===== config.mk =====
export PLATFORM = sky130hd
export DESIGN_NAME = tmr_device_flat
export DESIGN_NICKNAME = d
export VERILOG_FILES = /design/src/tmr_pkg.sv /design/src/tmr_if.sv /design/src/tmr_device.sv /design/src/flat_wrapper.sv
export SDC_FILE = /design/constraint.sdc
export NUM_CORES = 1
export LEC_CHECK = 0
export ABC_AREA = 1
export BUFFER_PORTS_ARGS = -buffer_cell sky130_fd_sc_hd__buf_2
export CAP_MARGIN = 20
export CORE_MARGIN = 3
export CORE_UTILIZATION = 50
export DETAILED_ROUTE_END_ITERATION = 7
export HOLD_SLACK_MARGIN = 0.08
export PLACE_DENSITY = 0.7
export SYNTH_ARGS = -nofsm -noshare
export SYNTH_HDL_FRONTEND = slang
export SYNTH_SLANG_ARGS = --single-unit

===== constraint.sdc =====
create_clock -name i_clock -period 5 [get_ports i_clock]
set_clock_uncertainty 0.15 [all_clocks]
set_input_delay 0.25 -clock i_clock [delete_from_list [all_inputs] [get_ports i_clock]]
set_output_delay 0.25 -clock i_clock [all_outputs]
set_load 0.005 [all_outputs]

===== src/tmr_pkg.sv =====
// Package for the temperature monitor register bank and its host controller
// Assumes both ends and the bench import it; one 10 MHz clock for everything
package tmr_pkg;
  // Register addresses
  localparam logic [7:0] ADDR_LOCAL = 8'h00;
  localparam logic [7:0] ADDR_REM_INT = 8'h01;
  localparam logic [7:0] ADDR_CFG_RD = 8'h03;
  localparam logic [7:0] ADDR_RATE_RD = 8'h04;
  localparam logic [7:0] ADDR_CFG_WR = 8'h09;
  localparam logic [7:0] ADDR_RATE_WR = 8'h0a;
  localparam logic [7:0] ADDR_REM_FRAC = 8'h10;
  // Reset values
  localparam logic [7:0] PTR_RESET = 8'h00;
  localparam logic [7:0] RESULT_RESET = 8'h00;
  localparam logic [7:0] CFG_RESET = 8'h00;
  localparam logic [7:0] RATE_RESET = 8'h08;
  localparam logic [7:0] UNMAPPED_READ = 8'h00;
  // Configuration fields
  localparam int CFG_IRQ_MASK_BIT = 7;
  localparam int CFG_STANDBY_BIT = 6;
  localparam int CFG_PIN6_BIT = 5;
  localparam int CFG_RANGE_BIT = 2;
  localparam logic [7:0] CFG_WR_MASK = 8'he4;
  // Rate field
  localparam logic [7:0] RATE_WR_MASK = 8'h0f;
  localparam logic [3:0] RATE_MAX_CODE = 4'ha;
  // Data formats
  localparam logic [7:0] BIN_MAX = 8'h7f;
  localparam logic [7:0] BIN_MIN = 8'h00;
  localparam logic [9:0] EXT_OFFSET = 10'h040;
  localparam logic [9:0] EXT_MAX = 10'h0ff;
  localparam logic [7:0] FRAC_MASK = 8'hc0;
  // Timing: fastest conversion period 15.5 ms = 15500 us; multiply by 2**(10-code)
  localparam int CLK_MHZ = 10;
  localparam int FAST_PERIOD_US = 15500;
  localparam int FAST_PERIOD_CYC = FAST_PERIOD_US * CLK_MHZ;
  // AHB-Lite controller register offsets
  localparam logic [7:0] HC_CMD = 8'h00;
  localparam logic [7:0] HC_WDATA = 8'h04;
  localparam logic [7:0] HC_STATUS = 8'h08;
  localparam logic [7:0] HC_RDATA = 8'h0c;
  localparam logic [1:0] HTRANS_NONSEQ = 2'h2;
  localparam logic [31:0] HC_CMD_GO_BIT = 32'h0000_0100;
  localparam int HC_CMD_WR_BIT = 9;
  localparam int HC_CMD_PTR_ONLY_BIT = 10;
endpackage


===== src/tmr_if.sv =====
// Link between the register bank and its host controller
// Assumes one clock; the host owns the request, the device owns the answer
`timescale 1ns/1ps
interface tmr_if;
  logic wr_stb;
  logic rd_stb;
  logic ptr_only;
  logic [7:0] wr_ptr;
  logic [7:0] wr_data;
  logic [7:0] rd_data;
  logic rd_valid;
  modport device (input wr_stb, rd_stb, ptr_only, wr_ptr, wr_data, output rd_data, rd_valid);
  modport host (output wr_stb, rd_stb, ptr_only, wr_ptr, wr_data, input rd_data, rd_valid);
endinterface


===== src/tmr_device.sv =====
// Temperature monitor register bank: results, pointer, configuration, rate
// Assumes a converter model drives signed 10-bit samples; one clock, sync reset
// Assumes limit comparison sits outside and hands in the three alarm flags
// Function
// - Local result at address 0x00, whole degrees
// - Remote result split: integer 0x01, fraction 0x10
// - Fraction uses bits 7:6 only, rest zero
// - Host reads both remote bytes back to back
// - Config bit 2 selects extended range
// - New range valid from next conversion
// - Default range binary, clamped 0 to 127
// - Extended range adds 64 degree offset
// - Extended registers span -64 to +191
// - Shorted diode keeps last remote result
// - Range change leaves limits; host reprograms
// - First write byte loads pointer, second writes
// - Pointer resets to 0x00
// - Results converter-only, read-only, reset 0x00
// - Config read 0x03, write 0x09, reset 0x00
// - Bit 7 masks interrupt unless pin6 second overtemp
// - Bit 6 standby stops conversions, outputs live
// - Bit 5 picks pin 6 function
// - Rate read 0x04, write 0x0a
// - Rate divides oscillator by power of two
// - Rate resets 0x08; period covers both channels
// - Host writes zero to rate upper nibble
// - Codes 0x00-0x0a valid, above reserved
//
// Implementation choice: the AHB-Lite interface to the registers.
`timescale 1ns/1ps
module tmr_device (
  input wire logic i_clock,
  input wire logic i_rst_b,
  tmr_if.device bus,
  input wire logic signed [9:0] i_local_temp,
  input wire logic signed [9:0] i_remote_temp,
  input wire logic [1:0] i_remote_quarter,
  input wire logic i_remote_short,
  input wire logic i_alarm_flag,
  input wire logic i_overtemp_flag,
  input wire logic i_high_flag,
  output logic o_irq_output_b,
  output logic o_overtemp_output_b,
  output logic o_conv_strobe,
  output logic o_standby
);
  import tmr_pkg::*;

  localparam int CNT_W = 28;

  logic [7:0] ptr_reg;
  logic [7:0] local_reg;
  logic [7:0] rem_int_reg;
  logic [7:0] rem_frac_reg;
  logic [7:0] cfg_reg;
  logic [7:0] rate_reg;
  logic [CNT_W-1:0] cnt_reg;
  logic [7:0] rd_data_reg;
  logic rd_valid_reg;
  logic irq_b_reg;
  logic ot_b_reg;
  logic conv_reg;
  logic standby_reg;

  // Formatting: extended uses offset binary, default clamps
  // Extended clamps at the ends of the byte, default at 0 and 127
  function automatic logic [7:0] fmt(input logic signed [9:0] t, input logic ext);
    logic [9:0] off;
    off = 10'(t) + EXT_OFFSET;
    if (ext) begin
      if (t < -10'sd64) begin
        fmt = BIN_MIN;
      end else if (off > EXT_MAX) begin
        fmt = EXT_MAX[7:0];
      end else begin
        fmt = off[7:0];
      end
    end else if (t < 0) begin
      fmt = BIN_MIN;
    end else if (t > $signed({2'b00, BIN_MAX})) begin
      fmt = BIN_MAX;
    end else begin
      fmt = t[7:0];
    end
  endfunction

  // Period in clocks: the code clamps at the fastest legal value
  wire [3:0] rate_code = (rate_reg[3:0] > RATE_MAX_CODE) ? RATE_MAX_CODE : rate_reg[3:0];
  wire [3:0] rate_shift = RATE_MAX_CODE - rate_code;
  wire [CNT_W-1:0] period = CNT_W'(FAST_PERIOD_CYC) << rate_shift;
  wire running = ~cfg_reg[CFG_STANDBY_BIT];
  // A conversion runs at the start of each period, so leaving standby gives a fresh
  // result at once; the counter then waits out the rest of the period
  wire at_end = cnt_reg >= period - CNT_W'(1);
  wire conv_done = running && (cnt_reg == '0);
  wire ext_range = cfg_reg[CFG_RANGE_BIT];
  wire data_wr = bus.wr_stb && !bus.ptr_only;
  wire pin6_second = cfg_reg[CFG_PIN6_BIT];

  // Pin 6 level: second overtemp ignores the mask, alert mode honours it
  wire alert_level = i_alarm_flag && !cfg_reg[CFG_IRQ_MASK_BIT];
  wire pin6_low = pin6_second ? i_high_flag : alert_level;

  // One formatter per channel, 0 local and 1 remote; both share the range bit
  localparam int NUM_CHAN = 2;
  logic signed [9:0] chan_temp [NUM_CHAN];
  logic [7:0] chan_fmt [NUM_CHAN];
  assign chan_temp[0] = i_local_temp;
  assign chan_temp[1] = i_remote_temp;
  generate
    for (genvar ch = 0; ch < NUM_CHAN; ch++) begin : g_chan
      assign chan_fmt[ch] = fmt(chan_temp[ch], ext_range);
    end
  endgenerate

  // Read mux on the pointer
  // The write-only addresses fall to the default and read as zero
  logic [7:0] rd_mux;
  always_comb begin
    case (ptr_reg)
      ADDR_LOCAL: rd_mux = local_reg;
      ADDR_REM_INT: rd_mux = rem_int_reg;
      ADDR_REM_FRAC: rd_mux = rem_frac_reg & FRAC_MASK;
      ADDR_CFG_RD: rd_mux = cfg_reg;
      ADDR_RATE_RD: rd_mux = rate_reg;
      default: rd_mux = UNMAPPED_READ;
    endcase
  end

  // Pointer and writable registers; result registers take no bus write
  always_ff @(posedge i_clock) begin
    if (!i_rst_b) begin
      ptr_reg <= PTR_RESET;
      cfg_reg <= CFG_RESET;
      rate_reg <= RATE_RESET;
    end else begin
      // A pointer-only write moves the pointer and nothing else
      if (bus.wr_stb) begin
        ptr_reg <= bus.wr_ptr;
      end
      if (data_wr && bus.wr_ptr == ADDR_CFG_WR) begin
        cfg_reg <= bus.wr_data & CFG_WR_MASK;
      end
      if (data_wr && bus.wr_ptr == ADDR_RATE_WR) begin
        rate_reg <= bus.wr_data & RATE_WR_MASK;
      end
    end
  end

  // Conversion timer; one period updates both channels at once
  // Standby holds the count at zero, so the first running edge converts
  always_ff @(posedge i_clock) begin
    if (!i_rst_b) begin
      cnt_reg <= '0;
      conv_reg <= 1'b0;
    end else begin
      conv_reg <= conv_done;
      if (!running || at_end) begin
        cnt_reg <= '0;
      end else begin
        cnt_reg <= cnt_reg + CNT_W'(1);
      end
    end
  end

  // Results: range sampled at store time, so new format applies next conversion
  always_ff @(posedge i_clock) begin
    if (!i_rst_b) begin
      local_reg <= RESULT_RESET;
      rem_int_reg <= RESULT_RESET;
      rem_frac_reg <= RESULT_RESET;
    end else if (conv_done) begin
      local_reg <= chan_fmt[0];
      // Shorted diode: both remote bytes keep their last good pair
      if (!i_remote_short) begin
        rem_int_reg <= chan_fmt[1];
        rem_frac_reg <= {i_remote_quarter, 6'h00};
      end
    end
  end

  // Pins and readback; alarm pins stay live in standby
  always_ff @(posedge i_clock) begin
    if (!i_rst_b) begin
      rd_data_reg <= UNMAPPED_READ;
      rd_valid_reg <= 1'b0;
      irq_b_reg <= 1'b1;
      ot_b_reg <= 1'b1;
      standby_reg <= 1'b0;
    end else begin
      // Answer one cycle after the strobe; data stands until the next read
      rd_valid_reg <= bus.rd_stb;
      if (bus.rd_stb) begin
        rd_data_reg <= rd_mux;
      end
      irq_b_reg <= ~pin6_low;
      ot_b_reg <= ~i_overtemp_flag;
      standby_reg <= cfg_reg[CFG_STANDBY_BIT];
    end
  end

  // Every output comes straight from a flip-flop
  assign bus.rd_data = rd_data_reg;
  assign bus.rd_valid = rd_valid_reg;
  assign o_irq_output_b = irq_b_reg;
  assign o_overtemp_output_b = ot_b_reg;
  assign o_conv_strobe = conv_reg;
  assign o_standby = standby_reg;
endmodule


===== src/flat_wrapper.sv =====
// flat-port wrapper written by rule: the top's interface ports become plain ports
module tmr_device_flat import tmr_pkg::*;
  (i_clock, i_rst_b, i_local_temp, i_remote_temp, i_remote_quarter, i_remote_short, i_alarm_flag, i_overtemp_flag, i_high_flag, o_irq_output_b, o_overtemp_output_b, o_conv_strobe, o_standby, bus_wr_stb, bus_rd_stb, bus_ptr_only, bus_wr_ptr, bus_wr_data, bus_rd_data, bus_rd_valid);
  tmr_if bus_i ();
  input wire logic i_clock;
  input wire logic i_rst_b;
  input wire logic signed [9:0] i_local_temp;
  input wire logic signed [9:0] i_remote_temp;
  input wire logic [1:0] i_remote_quarter;
  input wire logic i_remote_short;
  input wire logic i_alarm_flag;
  input wire logic i_overtemp_flag;
  input wire logic i_high_flag;
  output logic o_irq_output_b;
  output logic o_overtemp_output_b;
  output logic o_conv_strobe;
  output logic o_standby;
  input wire logic [$bits(bus_i.wr_stb)-1:0] bus_wr_stb;
  input wire logic [$bits(bus_i.rd_stb)-1:0] bus_rd_stb;
  input wire logic [$bits(bus_i.ptr_only)-1:0] bus_ptr_only;
  input wire logic [$bits(bus_i.wr_ptr)-1:0] bus_wr_ptr;
  input wire logic [$bits(bus_i.wr_data)-1:0] bus_wr_data;
  output wire logic [$bits(bus_i.rd_data)-1:0] bus_rd_data;
  output wire logic [$bits(bus_i.rd_valid)-1:0] bus_rd_valid;
  assign bus_i.wr_stb = bus_wr_stb;
  assign bus_i.rd_stb = bus_rd_stb;
  assign bus_i.ptr_only = bus_ptr_only;
  assign bus_i.wr_ptr = bus_wr_ptr;
  assign bus_i.wr_data = bus_wr_data;
  assign bus_rd_data = bus_i.rd_data;
  assign bus_rd_valid = bus_i.rd_valid;
  tmr_device u_core (.i_clock(i_clock), .i_rst_b(i_rst_b), .bus(bus_i), .i_local_temp(i_local_temp), .i_remote_temp(i_remote_temp), .i_remote_quarter(i_remote_quarter), .i_remote_short(i_remote_short), .i_alarm_flag(i_alarm_flag), .i_overtemp_flag(i_overtemp_flag), .i_high_flag(i_high_flag), .o_irq_output_b(o_irq_output_b), .o_overtemp_output_b(o_overtemp_output_b), .o_conv_strobe(o_conv_strobe), .o_standby(o_standby));
endmodule

==> reports/metrics.cfg, run 1 <==
[outcome]
outcome=completed

[clocking]
cts_made_buffers=9
cts_resized=0
cts_tree=done
worstSkewPairLatency_ns=0.36
cts_setup_buffers=0
ctsHoldBuffers=21
cts.htree.levels=3
cts_sinks=75
clockBufferDepth=2
clk_pin_slew_ns=0.08
root_buffer=clkbuf_8

[global_routing]
track_usage=0.232
grt_first_pass_wirelength_um=24100
first_global_vias=5107
antenna_found_initial=0
overflow=0
grt_max_degree=31

[layout]
fill_cells=1097
areaGrowthSynthToFinish_pct=14.2
num_antenna_cells=0
layout_commonest_cell=nand2_1
layout_common_cells=nand2_1 (247), nor2_1 (155), inv_1 (138)
fin_nets=1081
multi_input_area_mm2=0.00343
regArea_mm2=0.00150
largest_register_ffs=28
drive_gt1_frac=0.0889
post-route-util=0.599

[timing]
finalSetupViolations=0
max_slew.worst_pin.slew_ns=0.656
period_share=0.852
setup_tns_ns=0
setup_slack_ns=0.742
fmaxAchievable_mhz=235
maxSlewHeadroom=0.558
rsz0062_at_grt=false
hold_viol=0
finalCriticalPeriod_ns=4.26
drv_slew=0

[power_and_ir_drop]
power_frac_seq=0.502
sw_frac_of_total=0.301
combPwrFrac=0.148
power_switching_uw=383
leakage_uw=0.00318
clock_power_share=0.350
intPower_uw=889
p_per_area_mw_per_mm2=201
ir_drop_uv=144

[drt]
drt_pass1_iterations=6
routed_via_density=4.98
vias=5663
drc=0
drt_iter0_drc=414
routed_wl_um=14100
drt.antenna.violating_nets=0
wl_per_cell_um=12.4

[hold_path]
min_path_type=in -> reg

[placement]
place_ws_ns=0.824
globalplace.congestion=0.965
port_buffers=58
hpwl_um=10700

[synth]
synth.distinct_cells=36
ys_warn_count=0
synth_seq_cells=75
synth_edf_count=0
syn_nets=1006
synth_area_per_cell_um2=6.01
synth_area_mm2=0.00554
synthFlopType=dfxtp_1
netlist_instances=921
yosysSeqAreaShare=0.271
ys_async_sr_fraction=0

[critical_path]
crit_path_max_fanout=28
cpMostUsedCell=nand2_1
cp_slowest_cell=nand3_2
worstSetupPathType=reg -> reg
worstPathRequired_ns=5.11
endpoint_kind=register
worstSetupStartpoint=u_core.rate_reg[0]
cp-endpoint=u_core.cnt_reg[27]
r2r_start=u_core.rate_reg[0]
ff2ff_setup_slack_ns=0.74
reg2reg_depth=25
startpoint_type=register
slowest_delay_ns=0.46
r2r_end=u_core.cnt_reg[27]
arrival_ns=4.37

[floorplanning]
pin_count=60
dieArea_mm2=0.0124
dieWidth_um=111
rows=37
start_util=0.525
die_h_um=111
coreArea_mm2=0.0106

[flow_run]
maxCapViolCount=0

-- cell type report --
cell class	count	share of cell area
Multi-Input combinational cell	689	0.542
Timing Repair Buffer	79	0.0791
Inverter	142	0.0843
Clock inverter	7	0.0107
Tap cell	136	0.0269
Clock buffer	9	0.0196
Sequential cell	75	0.237
-- power by group through the flow --
stage | sequential (uW) | clock, uW | combinational, uW
after global placement | 652 | 0 | 173
after detailed placement | 653 | 0 | 174
after CTS | 639 | 458 | 187
after floorplan | 649 | 0 | 123
after global routing | 643 | 484 | 218
final | 639 | 446 | 188
-- cell usage after synthesis (3+ instances only) --
| cell | n | area, um2 |
|---|---|---|
| nand3_1 | 101 | 505 |
| clkbuf_1 | 6 | 22.5 |
| nand4_1 | 19 | 119 |
| dfxtp_1 | 75 | 1500 |
| xnor2_1 | 4 | 35.0 |
| nand3_2 | 3 | 30.0 |
| a211oi_1 | 3 | 22.5 |
| xor2_1 | 19 | 166 |
| nand2_2 | 4 | 25.0 |
| o21ai_0 | 29 | 145 |
| inv_1 | 138 | 518 |
| nand2_1 | 247 | 927 |
| a21oi_1 | 31 | 155 |
| nor3_1 | 13 | 65.1 |
| a31oi_1 | 3 | 18.8 |
| nor2_4 | 3 | 33.8 |
| nor2_1 | 155 | 582 |
| ha_1 | 38 | 475 |
| nand3b_1 | 3 | 22.5 |
| buf_2 | 6 | 30.0 |
-- worst max-delay path: cells and delay by family (launching register included) --
family | cells | cell delay [ns]
AO/OA/AOI/OAI | 2 | 0.30
adder cells (fa/ha/maj) | 3 | 0.69
buffers and inverters | 5 | 0.42
flip-flops | 1 | 0.45
AND/OR/NAND/NOR | 15 | 2.17
-- worst min-delay path by stage --
| stage | from | endpoint | cells past startpoint |
|---|---|---|---|
| 3_3_place_gp | i_overtemp_flag | u_core.o_overtemp_output_b | 2 |
| 6_report | bus_ptr_only | u_core.rate_reg[3] | 4 |
| 5_1_grt | bus_ptr_only | u_core.rate_reg[3] | 4 |
| 4_1_cts | bus_ptr_only | u_core.rate_reg[3] | 4 |
| 3_5_place_dp | i_overtemp_flag | u_core.o_overtemp_output_b | 2 |
| 2_1_floorplan | i_overtemp_flag | u_core.o_overtemp_output_b | 1 |
-- metal layers --
layer  global-route usage  vias to the layer above  part of all wire
li1                     -                     3060                 -
met1                0.347                     2466              0.53
met2                0.348                      124              0.42
met3               0.0366                       13             0.041
met4               0.0543                        0             0.012
met5                    0                        -                 0
-- stage by stage --
stage / hold slack (ns) / instance area, um2 / power (uW) / instances
floorplan: 0.170 / 5540 / 772 / 921
global placement: 0.269 / 5920 / 825 / 1100
detailed placement: 0.274 / 5920 / 827 / 1100
CTS: 0.0912 / 6330 / 1280 / 1137
global route: 0.105 / 6330 / 1350 / 1137
finish: 0.101 / 6330 / 1270 / 1137
-- cells by family (layout without fill, tap and decap cells) --
family / after synthesis / in the layout / synth area share
buf+inv: 157 / 237 / 0.110
simple gates: 554 / 554 / 0.425
flops: 75 / 75 / 0.271
compound gates: 74 / 74 / 0.0718
xor+xnor: 23 / 23 / 0.0364
fa+ha+maj: 38 / 38 / 0.0858
(Power assumes the default switching activity.)
==> run 2, diff against run 1 <==
--- a/config.mk
+++ b/config.mk
@@ -12,7 +12,7 @@
 export CORE_UTILIZATION = 50
 export DETAILED_ROUTE_END_ITERATION = 7
 export HOLD_SLACK_MARGIN = 0.08
-export PLACE_DENSITY = 0.7
+export PLACE_DENSITY = 0.72
 export SYNTH_ARGS = -nofsm -noshare
 export SYNTH_HDL_FRONTEND = slang
 export SYNTH_SLANG_ARGS = --single-unit
==> constraint.sdc (replaced) <==
create_clock -name i_clock -period 3.5 [get_ports i_clock]
set_clock_uncertainty 0.15 [all_clocks]
set_input_delay 0.175 -clock i_clock [delete_from_list [all_inputs] [get_ports i_clock]]
set_output_delay 0.175 -clock i_clock [all_outputs]
set_load 0.005 [all_outputs]
==> reports/metrics.cfg, run 2 (synthesized netlist as in run 1, its figures left out) <==
[drt]
drt_pass1_iterations=5  ; was 6
wl_per_cell_um=12.7  ; was 12.4 um
routed_via_density=5.06  ; was 4.98
routed_wl_um=14900  ; was 14,100 um
drt.antenna.violating_nets=0  ; unchanged
drt_iter0_drc=403  ; was 414
vias=5924  ; was 5,663
drc=0  ; unchanged

[power_and_ir_drop]
power_switching_uw=540  ; was 383 uW
sw_frac_of_total=0.299  ; was 0.301
ir_drop_uv=226  ; was 144 uV
intPower_uw=1270  ; was 889 uW
p_per_area_mw_per_mm2=268  ; was 201 mW/mm2
power_frac_seq=0.506  ; was 0.502
leakage_uw=0.00333  ; was 0.00318 uW
combPwrFrac=0.160  ; was 0.148
clock_power_share=0.334  ; was 0.350

[critical_path]
crit_path_max_fanout=7  ; was 28
cp_slowest_cell=dfxtp_2  ; was nand3_2
worstPathRequired_ns=3.60  ; was 5.11 ns
slowest_delay_ns=0.36  ; was 0.46 ns
ff2ff_setup_slack_ns=0.05  ; was 0.74 ns
worstSetupPathType=reg -> reg  ; unchanged
endpoint_kind=register  ; unchanged
startpoint_type=register  ; unchanged
worstSetupStartpoint=u_core.rate_reg[1]  ; was u_core.rate_reg[0]
cpMostUsedCell=nand2_2  ; was nand2_1
arrival_ns=3.55  ; was 4.37 ns
r2r_start=u_core.rate_reg[1]  ; was u_core.rate_reg[0]

[global_routing]
track_usage=0.241  ; was 0.232
grt_max_degree=31  ; unchanged
antenna_found_initial=0  ; unchanged
grt_first_pass_wirelength_um=25200  ; was 24,100 um
overflow=0  ; unchanged
first_global_vias=5531  ; was 5,107

[layout]
layout_commonest_cell=nand2_1  ; unchanged
fill_cells=1009  ; was 1,097
layout_common_cells=nand2_1 (239), nor2_1 (145), inv_1 (135)  ; was nand2_1 (247), nor2_1 (155), inv_1 (138)
regArea_mm2=0.00151  ; was 0.00150 mm2
areaGrowthSynthToFinish_pct=21.5  ; was 14.2%
multi_input_area_mm2=0.00353  ; was 0.00343 mm2
num_antenna_cells=0  ; unchanged
drive_gt1_frac=0.136  ; was 0.0889
largest_register_ffs=28  ; unchanged
fin_nets=1114  ; was 1,081

[timing]
finalCriticalPeriod_ns=3.45  ; was 4.26 ns
hold_viol=0  ; unchanged
period_share=0.985  ; was 0.852
setup_tns_ns=0  ; unchanged
fmaxAchievable_mhz=290  ; was 235 MHz
rsz0062_at_grt=true  ; was false
finalSetupViolations=0  ; unchanged
maxSlewHeadroom=0.560  ; was 0.558
drv_slew=0  ; unchanged
max_slew.worst_pin.slew_ns=0.653  ; was 0.656 ns
setup_slack_ns=0.0538  ; was 0.742 ns

[placement]
port_buffers=58  ; unchanged
globalplace.congestion=0.916  ; was 0.965
hpwl_um=10800  ; was 10,700 um
place_ws_ns=-0.0487  ; was 0.824 ns

[floorplanning]
dieArea_mm2=0.0124  ; unchanged
start_util=0.525  ; unchanged
pin_count=60  ; unchanged
coreArea_mm2=0.0106  ; unchanged
rows=37  ; unchanged
die_h_um=111  ; unchanged
dieWidth_um=111  ; unchanged

[hold_path]
min_path_type=in -> reg  ; unchanged
worstHoldStart=i_rst_b  ; was bus_ptr_only

[clocking]
worstSkewPairLatency_ns=0.36  ; about the same
clockBufferDepth=2  ; unchanged
cts.htree.levels=3  ; unchanged
cts_made_buffers=9  ; unchanged
root_buffer=clkbuf_8  ; unchanged
clk_pin_slew_ns=0.08  ; about the same
cts_sinks=75  ; unchanged
cts_tree=done  ; unchanged

[outcome]
outcome=completed  ; unchanged

[flow_run]
maxCapViolCount=0  ; unchanged

[run 2: timing repair]
item,CTS,global route
setup endpoints to repair,28,28
cloned,1,1
hold endpoints to repair,35,0
gates resized for setup,8,28
setup buffers,1,5
pin swaps,3,16
hold buffers,29,0
[run 2: stage by stage]
step | instances | cell area [um2] | util | hold WS, ns | total power [uW]
3_3_place_gp | 1117 | 6070 | 0.575 | 0.194 | 1180
2_1_floorplan | 921 | 5550 | - | 0.0950 | 1100
4_1_cts | 1164 | 6580 | 0.623 | 0.0842 | 1810
3_5_place_dp | 1117 | 6070 | 0.575 | 0.197 | 1180
6_report | 1170 | 6730 | 0.638 | 0.107 | 1810
5_1_grt | 1170 | 6730 | 0.638 | 0.114 | 1900
[run 2: cell type report]
class,instances,share of cell area
Inverter,142,0.0792
Sequential cell,75,0.224
Timing Repair Buffer,112,0.122
Clock inverter,6,0.00613
Multi-Input combinational cell,689,0.525
Tap cell,136,0.0253
Clock buffer,10,0.0190
[run 2: power by group through the flow]
| stage | clock, uW | sequential, uW | combinational [uW] |
|---|---|---|---|
| after global routing | 651 | 919 | 331 |
| final | 604 | 914 | 289 |
| after detailed placement | 0 | 933 | 251 |
| after CTS | 612 | 913 | 280 |
| after global placement | 0 | 932 | 249 |
| after floorplan | 0 | 928 | 176 |
[run 2: path summary, 6_finish.rpt]
kind,to,depth (start not counted)
setup / recovery,u_core.cnt_reg[19],26
hold / removal,u_core.o_overtemp_output_b,2
setup reg to reg,u_core.cnt_reg[19],26
hold reg to reg,u_core.bus.rd_data[0],2
[run 2: worst max-delay path, delay by kind of cell, from the launching register on]
family,cells,cell delay [ns]
flops,1,0.36
buf+inv,3,0.31
fa+ha+maj,3,0.61
compound gates,2,0.29
simple gates,18,1.61
[run 2: metal layers]
layer  share of wire  up-vias  wire length (um)  global-route usage
li1                -     3129                 -                   -
met1            0.49     2578              7290               0.342
met2            0.43      186              6390               0.374
met3           0.065       31               961              0.0442
met4           0.017        0               251              0.0681
met5               0        -                 0                   0
